$ cat src/pfvar_pkg.sv
package pfvar_pkg;

  // ****************
  // Sizes
  // ****************
  localparam int ELEMENTS = 4;
  localparam int PF_W = 7;
  localparam int KVAR_W = 16;
  localparam int LEVEL_W = 15;
  localparam int DELAY_W = 12;
  localparam int HOLD_W = 13;
  localparam int RELAY_W = 3;
  localparam int ADDR_W = 8;
  localparam int DATA_W = 32;

  // ****************
  // Element indices
  // ****************
  localparam int EL_LEAD = 0;
  localparam int EL_LAG = 1;
  localparam int EL_POSV = 2;
  localparam int EL_NEGV = 3;

  // Relay mask bits: main relay, first aux, second aux
  localparam int RLY_MAIN = 0;
  localparam int RLY_AUXILIARY_OUTPUT_ONE = 1;
  localparam int RLY_AUXILIARY_OUTPUT_TWO = 2;

  // ****************
  // Types
  // ****************
  typedef enum logic [1:0] {MODE_OFF, MODE_LATCHED, MODE_UNLATCHED} mode_type;

  typedef struct packed {
    logic events;
    logic [RELAY_W-1:0] trip_relays;
    logic [RELAY_W-1:0] alarm_relays;
    mode_type trip_mode;
    mode_type alarm_mode;
    logic [HOLD_W-1:0] holdoff;
  } elem_cfg_type;

  typedef struct packed {
    logic [DELAY_W-1:0] delay;
    logic [LEVEL_W-1:0] level;
  } path_cfg_type;

  typedef struct packed {
    logic leading;
    logic [PF_W-1:0] pf;
    logic signed [KVAR_W-1:0] kvar;
    logic signed [KVAR_W-1:0] kw;
  } meter_type;

  // ****************
  // Register map
  // ****************
  localparam logic [ADDR_W-1:0] OFS_CTRL = 8'h00;
  localparam logic [ADDR_W-1:0] OFS_ALARM = 8'h04;
  localparam logic [ADDR_W-1:0] OFS_TRIP = 8'h08;
  localparam logic [ADDR_W-1:0] ELEM_STRIDE = 8'h10;
  localparam logic [ADDR_W-1:0] OFS_STATUS = 8'h40;
  localparam logic [ADDR_W-1:0] OFS_METER = 8'h44;

  // ****************
  // Reset values
  // ****************
  localparam logic [HOLD_W-1:0] HOLD_DEF = 13'h0001;
  localparam logic [DELAY_W-1:0] DELAY_DEF = 12'h00A;
  localparam logic [RELAY_W-1:0] RELAY_DEF = 3'h1;
  localparam logic [LEVEL_W-1:0] ALARM_LVL_DEF [ELEMENTS] = '{15'h001E, 15'h0055, 15'h000A, 15'h000A};
  localparam logic [LEVEL_W-1:0] TRIP_LVL_DEF [ELEMENTS] = '{15'h001E, 15'h0050, 15'h000A, 15'h0019};

  // ****************
  // Timing
  // ****************
  localparam int TENTH_MS = 100;
  localparam int CLK_KHZ = 10000;
  localparam int TENTH_CYCLES = TENTH_MS * CLK_KHZ;
  localparam int TENTHS_PER_S = 10;

endpackage : pfvar_pkg

$ cat src/power_factor_kvar_protection.sv
// How it works
// - Induction motor watts and vars reported positive
// - Synchronous motor: absorbed vars plus, generated minus
// - Reverse run corrects phase order before power
// - Elements inactive without the hardware option
// - Per-element start hold-off 0 to 5000 s
// - Alarm and trip each Off, Latched, Unlatched
// - Alarm routes to alarm, aux one, aux two
// - Trip routes to trip, aux one, aux two
// - Power factor levels 0.05 to 0.99
// - Pickup delays 0.1 to 255.0 s
// - Kvar levels 1 to 25000 kvar
// - Optional event record of alarm pickups
// - Lead alarm/trip: leading pf below level
// - Lag alarm/trip: lagging pf below level
// - Positive kvar above level for delay
// - Generated kvar beyond negative level for delay
// - Power factor paths suppressed during hold-off
// - Kvar paths suppressed during hold-off
// - Lead defaults: alarm 0.30, trip 0.30
// - Lag defaults: alarm 0.85, trip 0.80
// - Positive kvar alarm default 10 kvar
// - Negative kvar defaults: trip 25, alarm 10
// - Zero hold-off never blocks; else stopped blocks
//
// Decided for this implementation: the plain strobed port and the register addresses.
`timescale 1ns/1ps

module power_factor_kvar_protection #(
  parameter int TENTH_CYCLES = pfvar_pkg::TENTH_CYCLES
) (
  // Clock and reset
  input wire logic mclk_i,
  input wire logic sys_rst_i,
  // Register port
  input wire logic [pfvar_pkg::ADDR_W-1:0] reg_addr_i,
  input wire logic [pfvar_pkg::DATA_W-1:0] reg_wdata_i,
  input wire logic reg_wr_i,
  input wire logic reg_rd_i,
  output logic [pfvar_pkg::DATA_W-1:0] reg_rdata_o,
  // Metering front end and motor state
  input pfvar_pkg::meter_type meter_i,
  input wire logic reverse_run_i,
  input wire logic motor_running_i,
  input wire logic motor_start_i,
  input wire logic option_installed_i,
  input wire logic latch_reset_i,
  // Relays
  output logic alarm_relay_o,
  output logic trip_relay_o,
  output logic auxiliary_output_one_o,
  output logic auxiliary_output_two_o,
  // Element state and events
  output logic [pfvar_pkg::ELEMENTS-1:0] alarm_o,
  output logic [pfvar_pkg::ELEMENTS-1:0] trip_o,
  output logic [pfvar_pkg::ELEMENTS-1:0] event_o,
  output pfvar_pkg::meter_type reported_o
);

  // Tick counter widths follow the divider ratios
  localparam int NE = pfvar_pkg::ELEMENTS;
  localparam int TW = $clog2(TENTH_CYCLES + 1);
  localparam int SW = $clog2(pfvar_pkg::TENTHS_PER_S + 1);
  localparam logic [TW-1:0] TENTH_LAST = TW'(TENTH_CYCLES - 1);
  localparam logic [SW-1:0] SEC_LAST = SW'(pfvar_pkg::TENTHS_PER_S - 1);

  // ****************
  // Time base
  // ****************
  logic [TW-1:0] tenth_cnt;
  logic [SW-1:0] sec_cnt;
  logic tenth_tick;
  logic sec_tick;

  // Ticks are decoded combinationally; both are one-cycle enables
  assign tenth_tick = (tenth_cnt == TENTH_LAST);
  assign sec_tick = tenth_tick && (sec_cnt == SEC_LAST);

  // Counters start at reset, so the first tick lands a tenth later
  // Tenth-second enable; all pickup delays step in 0.1 s
  always_ff @(posedge mclk_i or posedge sys_rst_i) begin
    if (sys_rst_i) begin
      tenth_cnt <= '0;
    end else if (tenth_tick) begin
      tenth_cnt <= '0;
    end else begin
      tenth_cnt <= tenth_cnt + TW'(1);
    end
  end

  // One-second enable for the hold-off counters
  // Second steps let a hold-off end up to one second early
  always_ff @(posedge mclk_i or posedge sys_rst_i) begin
    if (sys_rst_i) begin
      sec_cnt <= '0;
    end else if (sec_tick) begin
      sec_cnt <= '0;
    end else if (tenth_tick) begin
      sec_cnt <= sec_cnt + SW'(1);
    end
  end

  // ****************
  // Sign convention
  // ****************
  // Induction motor power arrives as plus watts and plus vars, and a
  // synchronous motor that generates vars as plus watts, minus vars;
  // both pass unchanged in forward running.
  // Swapped voltage sequence flips only the reactive part, so the
  // correction negates vars and the lead/lag sense; watts pass as is.
  always_ff @(posedge mclk_i or posedge sys_rst_i) begin
    if (sys_rst_i) begin
      reported_o <= '0;
    end else begin
      reported_o.kw <= meter_i.kw;
      reported_o.pf <= meter_i.pf;
      if (reverse_run_i) begin
        reported_o.kvar <= -meter_i.kvar;
        reported_o.leading <= !meter_i.leading;
      end else begin
        reported_o.kvar <= meter_i.kvar;
        reported_o.leading <= meter_i.leading;
      end
    end
  end

  // ****************
  // Level comparison
  // ****************
  logic [pfvar_pkg::LEVEL_W-1:0] pf_ext;
  logic [pfvar_pkg::LEVEL_W-1:0] kvar_pos;
  logic [pfvar_pkg::LEVEL_W-1:0] kvar_neg;
  logic signed [pfvar_pkg::KVAR_W-1:0] kvar_inv;

  // Power factor in hundredths, widened to the level width
  assign pf_ext = pfvar_pkg::LEVEL_W'(reported_o.pf);
  assign kvar_inv = -reported_o.kvar;
  // Magnitudes on each side of zero; the other side reads as zero
  assign kvar_pos = reported_o.kvar[pfvar_pkg::KVAR_W-1] ? '0
                  : reported_o.kvar[pfvar_pkg::LEVEL_W-1:0];
  // Full negative scale has no positive twin and reads as zero; it
  // lies far beyond any settable level
  assign kvar_neg = reported_o.kvar[pfvar_pkg::KVAR_W-1] ? kvar_inv[pfvar_pkg::LEVEL_W-1:0]
                  : '0;

  // ****************
  // Settings, hold-off and paths
  // ****************
  // Per-element storage, indexed by element number
  pfvar_pkg::elem_cfg_type cfg [NE];
  pfvar_pkg::path_cfg_type alarm_cfg [NE];
  pfvar_pkg::path_cfg_type trip_cfg [NE];
  logic [pfvar_pkg::HOLD_W-1:0] hold_cnt [NE];
  logic [NE-1:0] blocked;
  logic [NE-1:0] alarm_rise;
  logic [NE-1:0] alarm_cond;
  logic [NE-1:0] trip_cond;
  logic clear_all;

  // Missing option keeps every element cleared and idle
  // Reset held high cannot beat a condition that still picks up
  assign clear_all = latch_reset_i || !option_installed_i;

  // Alarm and trip comparisons kept separate per element
  always_comb begin
    alarm_cond[pfvar_pkg::EL_LEAD] = reported_o.leading
      && (pf_ext < alarm_cfg[pfvar_pkg::EL_LEAD].level);
    trip_cond[pfvar_pkg::EL_LEAD] = reported_o.leading
      && (pf_ext < trip_cfg[pfvar_pkg::EL_LEAD].level);
    alarm_cond[pfvar_pkg::EL_LAG] = !reported_o.leading
      && (pf_ext < alarm_cfg[pfvar_pkg::EL_LAG].level);
    trip_cond[pfvar_pkg::EL_LAG] = !reported_o.leading
      && (pf_ext < trip_cfg[pfvar_pkg::EL_LAG].level);
    alarm_cond[pfvar_pkg::EL_POSV] = kvar_pos
      > alarm_cfg[pfvar_pkg::EL_POSV].level;
    trip_cond[pfvar_pkg::EL_POSV] = kvar_pos
      > trip_cfg[pfvar_pkg::EL_POSV].level;
    alarm_cond[pfvar_pkg::EL_NEGV] = kvar_neg
      > alarm_cfg[pfvar_pkg::EL_NEGV].level;
    trip_cond[pfvar_pkg::EL_NEGV] = kvar_neg
      > trip_cfg[pfvar_pkg::EL_NEGV].level;
  end

  for (genvar e = 0; e < NE; e++) begin : g_elem
    localparam logic [pfvar_pkg::ADDR_W-1:0] BASE = pfvar_pkg::ADDR_W'(e * pfvar_pkg::ELEM_STRIDE);
    logic armed;

    // Settings registers, written whole word
    // No range check: software keeps levels and delays in their spans
    always_ff @(posedge mclk_i or posedge sys_rst_i) begin
      if (sys_rst_i) begin
        cfg[e] <= '{events: 1'b0, trip_relays: pfvar_pkg::RELAY_DEF,
                    alarm_relays: pfvar_pkg::RELAY_DEF, trip_mode: pfvar_pkg::MODE_OFF,
                    alarm_mode: pfvar_pkg::MODE_OFF, holdoff: pfvar_pkg::HOLD_DEF};
        alarm_cfg[e] <= '{delay: pfvar_pkg::DELAY_DEF, level: pfvar_pkg::ALARM_LVL_DEF[e]};
        trip_cfg[e] <= '{delay: pfvar_pkg::DELAY_DEF, level: pfvar_pkg::TRIP_LVL_DEF[e]};
      end else if (reg_wr_i) begin
        if (reg_addr_i == BASE + pfvar_pkg::OFS_CTRL) begin
          cfg[e] <= pfvar_pkg::elem_cfg_type'(reg_wdata_i[$bits(pfvar_pkg::elem_cfg_type)-1:0]);
        end
        if (reg_addr_i == BASE + pfvar_pkg::OFS_ALARM) begin
          alarm_cfg[e] <= pfvar_pkg::path_cfg_type'(reg_wdata_i[$bits(pfvar_pkg::path_cfg_type)-1:0]);
        end
        if (reg_addr_i == BASE + pfvar_pkg::OFS_TRIP) begin
          trip_cfg[e] <= pfvar_pkg::path_cfg_type'(reg_wdata_i[$bits(pfvar_pkg::path_cfg_type)-1:0]);
        end
      end
    end

    // Hold-off count loaded by a detected start, counted in seconds
    // A new start reloads the count even while one is running
    always_ff @(posedge mclk_i or posedge sys_rst_i) begin
      if (sys_rst_i) begin
        hold_cnt[e] <= '0;
      end else if (motor_start_i) begin
        hold_cnt[e] <= cfg[e].holdoff;
      end else if (sec_tick && hold_cnt[e] != '0) begin
        hold_cnt[e] <= hold_cnt[e] - pfvar_pkg::HOLD_W'(1);
      end
    end

    // Zero hold-off never blocks, even with the motor stopped; the start
    // pulse blocks its own cycle, before the count has loaded
    assign blocked[e] = (cfg[e].holdoff != '0)
                      && (!motor_running_i || motor_start_i || hold_cnt[e] != '0);
    // Latched outputs survive a new hold-off; only latch reset, option removal or Off clears
    assign armed = option_installed_i && !blocked[e];

    // Both paths share arming but keep their own timers
    pickup_path #(.DW(pfvar_pkg::DELAY_W)) u_alarm (
      .mclk_i(mclk_i),
      .sys_rst_i(sys_rst_i),
      .tick_i(tenth_tick),
      .cond_i(alarm_cond[e]),
      .armed_i(armed),
      .clear_i(clear_all),
      .mode_i(cfg[e].alarm_mode),
      .delay_i(alarm_cfg[e].delay),
      .active_o(alarm_o[e]),
      .rise_o(alarm_rise[e])
    );

    // Trip pickups are not logged as events
    pickup_path #(.DW(pfvar_pkg::DELAY_W)) u_trip (
      .mclk_i(mclk_i),
      .sys_rst_i(sys_rst_i),
      .tick_i(tenth_tick),
      .cond_i(trip_cond[e]),
      .armed_i(armed),
      .clear_i(clear_all),
      .mode_i(cfg[e].trip_mode),
      .delay_i(trip_cfg[e].delay),
      .active_o(trip_o[e]),
      .rise_o()
    );

    // Event pulse on each new alarm pickup when recording is on
    // A latched alarm that stays set logs once, not every cycle
    always_ff @(posedge mclk_i or posedge sys_rst_i) begin
      if (sys_rst_i) begin
        event_o[e] <= 1'b0;
      end else begin
        event_o[e] <= alarm_rise[e] && cfg[e].events;
      end
    end
  end

  // ****************
  // Relay routing
  // ****************
  logic [pfvar_pkg::RELAY_W-1:0] alarm_mask;
  logic [pfvar_pkg::RELAY_W-1:0] trip_mask;

  // Any element may share any relay; contributions are ORed
  // A shared relay stays energised while any contributor is active
  always_comb begin
    alarm_mask = '0;
    trip_mask = '0;
    for (int i = 0; i < NE; i++) begin
      alarm_mask = alarm_mask
                 | (cfg[i].alarm_relays & {pfvar_pkg::RELAY_W{alarm_o[i]}});
      trip_mask = trip_mask
                | (cfg[i].trip_relays & {pfvar_pkg::RELAY_W{trip_o[i]}});
    end
  end

  // Relays registered so a glitch in routing never pulses a coil
  always_ff @(posedge mclk_i or posedge sys_rst_i) begin
    if (sys_rst_i) begin
      alarm_relay_o <= 1'b0;
      trip_relay_o <= 1'b0;
      auxiliary_output_one_o <= 1'b0;
      auxiliary_output_two_o <= 1'b0;
    end else begin
      alarm_relay_o <= alarm_mask[pfvar_pkg::RLY_MAIN];
      trip_relay_o <= trip_mask[pfvar_pkg::RLY_MAIN];
      auxiliary_output_one_o <= alarm_mask[pfvar_pkg::RLY_AUXILIARY_OUTPUT_ONE]
                                || trip_mask[pfvar_pkg::RLY_AUXILIARY_OUTPUT_ONE];
      auxiliary_output_two_o <= alarm_mask[pfvar_pkg::RLY_AUXILIARY_OUTPUT_TWO]
                                || trip_mask[pfvar_pkg::RLY_AUXILIARY_OUTPUT_TWO];
    end
  end

  // ****************
  // Read port
  // ****************
  logic [pfvar_pkg::DATA_W-1:0] next_rdata;
  logic [1:0] rd_elem;

  assign rd_elem = reg_addr_i[5:4];

  // Element index comes from the address; the top of the map is shared
  // Read decode; unmapped addresses return zero
  always_comb begin
    next_rdata = '0;
    if (reg_addr_i < pfvar_pkg::OFS_STATUS) begin
      unique case (reg_addr_i[3:0])
        pfvar_pkg::OFS_CTRL[3:0]: next_rdata = pfvar_pkg::DATA_W'(cfg[rd_elem]);
        pfvar_pkg::OFS_ALARM[3:0]: next_rdata = pfvar_pkg::DATA_W'(alarm_cfg[rd_elem]);
        pfvar_pkg::OFS_TRIP[3:0]: next_rdata = pfvar_pkg::DATA_W'(trip_cfg[rd_elem]);
        default: next_rdata = '0;
      endcase
    end else if (reg_addr_i == pfvar_pkg::OFS_STATUS) begin
      next_rdata = pfvar_pkg::DATA_W'({option_installed_i, blocked, trip_o, alarm_o});
    end else if (reg_addr_i == pfvar_pkg::OFS_METER) begin
      next_rdata = {reported_o.kw, reported_o.kvar};
    end
  end

  // Read data valid the cycle after the strobe only
  // Zero between reads lets read lines be ORed with other blocks
  always_ff @(posedge mclk_i or posedge sys_rst_i) begin
    if (sys_rst_i) begin
      reg_rdata_o <= '0;
    end else if (reg_rd_i) begin
      reg_rdata_o <= next_rdata;
    end else begin
      reg_rdata_o <= '0;
    end
  end

endmodule : power_factor_kvar_protection

$ cat src/pickup_path.sv
`timescale 1ns/1ps

module pickup_path #(
  parameter int DW = pfvar_pkg::DELAY_W
) (
  // Clock and reset
  input wire logic mclk_i,
  input wire logic sys_rst_i,
  // Timing and qualification
  input wire logic tick_i,
  input wire logic cond_i,
  input wire logic armed_i,
  input wire logic clear_i,
  // Settings
  input pfvar_pkg::mode_type mode_i,
  input wire logic [DW-1:0] delay_i,
  // Result
  output logic active_o,
  output logic rise_o
);

  logic [DW-1:0] count;
  logic [DW-1:0] eff_delay;
  logic running;
  logic picked;

  // Zero delay is out of range; treat it as the smallest step
  assign eff_delay = (delay_i == '0) ? DW'(1) : delay_i;
  assign running = cond_i && armed_i && (mode_i != pfvar_pkg::MODE_OFF);
  assign picked = running && (count >= eff_delay);
  assign rise_o = picked && !active_o;

  // Delay timer restarts whenever the condition drops
  always_ff @(posedge mclk_i or posedge sys_rst_i) begin
    if (sys_rst_i) begin
      count <= '0;
    end else if (!running) begin
      count <= '0;
    end else if (tick_i && count < eff_delay) begin
      count <= count + DW'(1);
    end
  end

  // Output hold: latched keeps until cleared, set beats clear
  always_ff @(posedge mclk_i or posedge sys_rst_i) begin
    if (sys_rst_i) begin
      active_o <= 1'b0;
    end else begin
      unique case (mode_i)
        pfvar_pkg::MODE_LATCHED: begin
          if (picked) begin
            active_o <= 1'b1;
          end else if (clear_i) begin
            active_o <= 1'b0;
          end
        end
        pfvar_pkg::MODE_UNLATCHED: active_o <= picked;
        pfvar_pkg::MODE_OFF: active_o <= 1'b0;
        default: active_o <= 1'b0;
      endcase
    end
  end

endmodule : pickup_path

$ cat config.mk
export PLATFORM = sky130hd
export DESIGN_NAME = power_factor_kvar_protection
export DESIGN_NICKNAME = d
export VERILOG_FILES = /design/src/pfvar_pkg.sv /design/src/power_factor_kvar_protection.sv /design/src/pickup_path.sv
export SDC_FILE = /design/constraint.sdc
export NUM_CORES = 2
export LEC_CHECK = 0
export BUFFER_PORTS_ARGS = -buffer_cell sky130_fd_sc_hd__clkbuf_2
export CORE_ASPECT_RATIO = 0.5
export CORE_MARGIN = 2
export CORE_UTILIZATION = 58
export CTS_BUF_LIST = sky130_fd_sc_hd__clkbuf_8
export DETAILED_ROUTE_END_ITERATION = 10
export PLACE_DENSITY = 0.89
export SLEW_MARGIN = 20
export SYNTH_ARGS = -nofsm -noshare
export SYNTH_HDL_FRONTEND = slang
export SYNTH_HIERARCHICAL = 1
export SYNTH_SLANG_ARGS = --single-unit
export TNS_END_PERCENT = 5
$ cat constraint.sdc
create_clock -name mclk_i -period 17.6 [get_ports mclk_i]
set_input_delay 4.4 -clock mclk_i [delete_from_list [all_inputs] [get_ports mclk_i]]
set_output_delay 4.4 -clock mclk_i [all_outputs]
set_load 0.01 [all_outputs]
Word level (Yosys, flattened, before mapping) --
Cells that the tools add are included.
Operators by class: order comparisons 26, equal/unequal tests 49, reductions and logical operators 120, add/subtract/negate cells 16, mux-type cells 70, bitwise gates (word level) 15
Operator list (count):
- 12-bit two-way mux | 24
- 32-bit two-way mux | 4
- 27-bit binary-select mux with 2-bit select | 2
- 27-bit two-way mux | 4
- 13-bit two-way mux | 8
- 13-bit nonzero test | 8
- 12-bit by 1-bit adder with 12-bit output, second input constant | 8
- 12-bit greater-or-equal comparator | 8
- 12-bit logical NOT | 8
- 12-bit < comparator | 8
- 27-bit case mux with 3 select lines | 1
- 15-bit > comparator | 4
- 7-bit by 15-bit < comparator with 1-bit output | 4
- 1-bit logical AND | 57
- 13-bit by 1-bit subtractor with 13-bit output, second input constant | 4
- 24-bit binary-select mux with 2-bit select | 1
- 8-bit by 6-bit equality test with 1-bit output, second input constant | 6
- 24-bit two-way mux | 2
- 15-bit two-way mux | 2
- 2-bit nonzero test | 13
- 3-bit bitwise AND | 8
- 8-bit by 5-bit equality test with 1-bit output, second input constant | 3
- 3-bit by 2-bit != test with 1-bit output, second input constant | 8
- 2-bit AND reduction | 12
- other kinds (26) | 89
Storage, ports and cells: output and inout port bits 88, word-level logic and storage cells 371, flip-flop bits (word level) 572, input port bits 89

Longest topological paths before layout --
depth in word-level cells 11, gate-level depth with buffers 20, mapped depth without buffers 20

Hierarchy --
Netlist, hierarchy kept.
Modules (own cells, without submodules):
- power_factor_kvar_protection | area an instance 23702.7 um^2, times used 1, cells each 1980, sequential area each 11775.0 um^2
- pickup_path (g_elem[1].u_alarm ...) | area an instance 1088.5 um^2, times used 6, cells each 133, sequential area each 325.3 um^2
- pickup_path (g_elem[0].u_alarm ...) | area an instance 1089.8 um^2, times used 2, cells each 133, sequential area each 325.3 um^2

Worst setup path before layout --
Ideal clock, no wire load.
path type input-to-reg, from input reg_addr_i[4] (netlist bit), to register alarm_cfg[55] (netlist bit), required time 17.475 ns, stages 7, library setup time 0.125 ns, path buffers 3, data arrival time 6.438 ns, setup slack 11.037 ns, path through clkbuf_1 buf_1 inv_1 nor3_1 nand2_1 clkbuf_1 mux2_2
On the way: word-level cells in the longest chain between the ends 2
RTL lines:
- from (decl) | line power_factor_kvar_protection.sv:36 | input wire logic [pfvar_pkg::ADDR_W-1:0] reg_addr_i,
- 8-bit by 5-bit equality test with 1-bit output | line power_factor_kvar_protection.sv:201 | if (reg_addr_i == BASE + pfvar_pkg::OFS_ALARM) begin
- 2-bit AND reduction (no line)
- to (signal, indexed assignment) | line power_factor_kvar_protection.sv:195 | alarm_cfg[e] <= '{delay: pfvar_pkg::DELAY_DEF, level: pfvar_pkg::ALARM_LVL_DEF[e]};
- to (signal, indexed assignment) | line power_factor_kvar_protection.sv:202 | alarm_cfg[e] <= pfvar_pkg::path_cfg_type'(reg_wdata_i[$bits(pfvar_pkg::path_cfg_type)-1:0]);
- to (decl) | line power_factor_kvar_protection.sv:151 | pfvar_pkg::path_cfg_type alarm_cfg [NE];
Every way passes these cells. A chain may end at the register's enable or synchronous reset.

Final worst setup path --
from input motor_start_i, to register g_elem[2].u_trip.active_o
On the way: word-level cells in the longest chain between the ends 10, elaborated cells on any way between the ends 11, those cells by class 1 x eq/ne; 2 x mux; 8 x reduce/logical
RTL lines:
- from (decl) | line power_factor_kvar_protection.sv:45 | input wire logic motor_start_i,
- 1-bit logical OR * (2 in a row) | line power_factor_kvar_protection.sv:225 | && (!motor_running_i || motor_start_i || hold_cnt[e] != '0);
- 1-bit logical AND * | line power_factor_kvar_protection.sv:225
- 1-bit logical NOT * | line power_factor_kvar_protection.sv:227 | assign armed = option_installed_i && !blocked[e];
- 1-bit logical AND * | line power_factor_kvar_protection.sv:227
- named net g_elem[2].armed | line power_factor_kvar_protection.sv:186 | logic armed;
- 1-bit logical AND * (2 in a row) | line pickup_path.sv:29 | assign running = cond_i && armed_i && (mode_i != pfvar_pkg::MODE_OFF);
- 1-bit logical AND * | line pickup_path.sv:30 | assign picked = running && (count >= eff_delay);
- 1-bit two-way mux | line pickup_path.sv:51 | if (picked) begin
- 1-bit case mux with 2 select lines | line pickup_path.sv:49 | unique case (mode_i)
- to (signal assigned) | line pickup_path.sv:57 | pfvar_pkg::MODE_UNLATCHED: active_o <= picked;
- to (decl) | line pickup_path.sv:18 | output logic active_o,
The timed path passes the listed nets; every way through them passes the cells marked *.

==> impl_metrics.ini <==
[timing]
fin_crit_sh = 0.3996
skew_ns = 0.07204
rsz0062_at_grt = false
fin_tns_setup_ns = 0
fin_crit_ns = 7.032
setup_violations = 0
fmax_ghz = 0.1422
slew_headroom = 0.2404
hold_viol = 0
fin_hold_ws_ns = 0.4850
worst_pin_slew_ns = 1.137
slew_violations = 0

[floorplan]
fp-row-count = 61
fp.dieW_um = 338.2
die_area_um2 = 57880
ioPinCount = 177
initial_core_util = 0.5855
fp.dieH_um = 171.1
core-area_um2 = 55330

[setup_path]
path_class = in2reg
crit_buf_inv = 2
arrival_ns = 7.61
required_ns = 18.18
slowest_stage = o31ai_1
crit_path_start_kind = input pin
cp_slowest_stage_delay_ns = 0.85
crit_chain = clkbuf_2 -> buf_4 -> nand2b_1 -> o31ai_1 -> and2_1 -> nand2_1 -> nor2_1 -> o21ai_0 -> mux2_2
path_delay_family = simple AND/OR/NAND/NOR gates
worstPathMaxFanout = 106
cp-end-kind = register

[final_layout]
final_layout_size_suffix_gt1_frac = 0.2509
num-nets-final = 3469
final_common_cell = dfrtp_1
design_area_um2 = 35670
final_cell_mix = dfrtp_1 (521), mux2_2 (292), inv_1 (280)
areaGrowthSynthToFinish_pct = 10.09

[place]
placed_cell_area_um2 = 33830
dpl.hpwl_mm = 66.72
io_buffers = 171
routabilityCongestion = 0.9869

[min_path]
hold_class = reg2reg

[outcome]
outcome = complete, no violations

[clock_tree]
hold_buffers = 0
cts-root-buf = clkbuf_8
clkLatencyLatePin_ns = 0.73
post_cts_buffers = 0
cts_num_sinks = 572
clockBufferDepth = 3
h-tree-depth = 3
cts_tree = yes
cts_buffers = 83
clk_pin_slew_ns = 0.06
ctsResizeCount = 0

[routing]
drtAntennaViolNets = 0
first_pass_iters = 6
drt-total-wl_mm = 100.3
wl_per_cell_um = 25.01
via_per_inst = 6.777
drc = 0
num_vias = 27170
drt_iter0_drc = 3618

[pwr]
seqPwrFrac = 0.480
sw_frac_of_total = 0.2950
peakVddDrop_v = 0.00004672
power-per-cell-area_nw_per_um2 = 84.26
leakagePower_nw = 16.47
pwr-share-comb = 0.141
p_int_mw = 2.119
p_sw_mw = 0.8864
power_frac_clock = 0.379

[grt]
grt_util_all_layers = 0.3420
grt_pass1_wl_mm = 152.5
grt_max_degree = 195
grt_antenna_before_repair = 7
gr-total-overflow = 0
grt_pass1_vias = 26820

[synthesis]
netlist_area_um2 = 32400
yosys_warnings = 6
synth_area_per_cell_um2 = 10.66
synth_nets = 3334
syn-instance-count = 3040

[job]
cap_violations = 0
-- routing by layer --
layer	vias up	GRT usage	routed length (µm)
li1	11235	-	-
met1	13180	0.4200	36080
met2	2105	0.5069	42640
met3	648	0.1386	14200
met4	2	0.2131	7313
met5	-	0	46
-- registers in the layout, summed over array words and instances, names as in the netlist --
signal                   cells
cfg                         96
auxiliary_output_two_o       1
trip_cfg                   108
g_elem.u_alarm/active_o      4
event_o                      4
reg_rdata_o                 32
auxiliary_output_one_o       1
g_elem.u_alarm/count        48
trip_relay_o                 1
alarm_cfg                  108
alarm_relay_o                1
g_elem.u_trip/count         48
tenth_cnt                   20
sec_cnt                      4
reported_o                  40
g_elem.u_trip/active_o       4
hold_cnt                    52
-- through the flow --
stage | utilization | setup slack [ns] | cells | power (mW)
2_1_floorplan | - | 0.2320 | 3040 | 1.726
3_3_place_gp | 0.6113 | 10.17 | 3845 | 1.828
3_5_place_dp | 0.6113 | 10.14 | 3845 | 1.855
4_1_cts | 0.6428 | 10.82 | 3999 | 2.970
5_1_grt | 0.6443 | 10.58 | 4003 | 3.090
6_report | 0.6446 | 10.57 | 4009 | 3.005
-- layout make-up --
type / count / area, µm²
tap: 756 / 945.9
multi-input combinational: 2073 / 16550
fill: 3748 / 19670
clock buffer: 105 / 1445
inverter: 250 / 945.9
clock inverter: 49 / 297.8
timing repair buffer: 195 / 1077
sequential: 572 / 14380
antenna: 9 / 22.52
-- power groups by stage --
stage	combinational (mW)	sequential [mW]	clock, mW
after floorplan	0.297	1.43	0
after global placement	0.377	1.45	0
after detailed placement	0.399	1.46	0
after CTS	0.408	1.43	1.13
after global routing	0.457	1.44	1.19
final	0.424	1.44	1.14
-- final timing paths --
kind / start / endpoint / slack (ns) / depth (start not counted)
setup / recovery: motor_start_i / g_elem[2].u_trip/active_o / 10.57 / 9
setup reg to reg: reported_o[18] / g_elem[3].u_alarm/active_o / 12.44 / 14
hold reg to reg: tenth_cnt[0] / tenth_cnt[0] / 0.49 / 1
min in group asynchronous: sys_rst_i / g_elem[1].u_alarm/count[2] / 4.10 / 2
hold / removal: tenth_cnt[0] / tenth_cnt[0] / 0.49 / 1
max in group asynchronous: sys_rst_i / tenth_cnt[14] / 11.01 / 5
(Power assumes the default switching activity.)
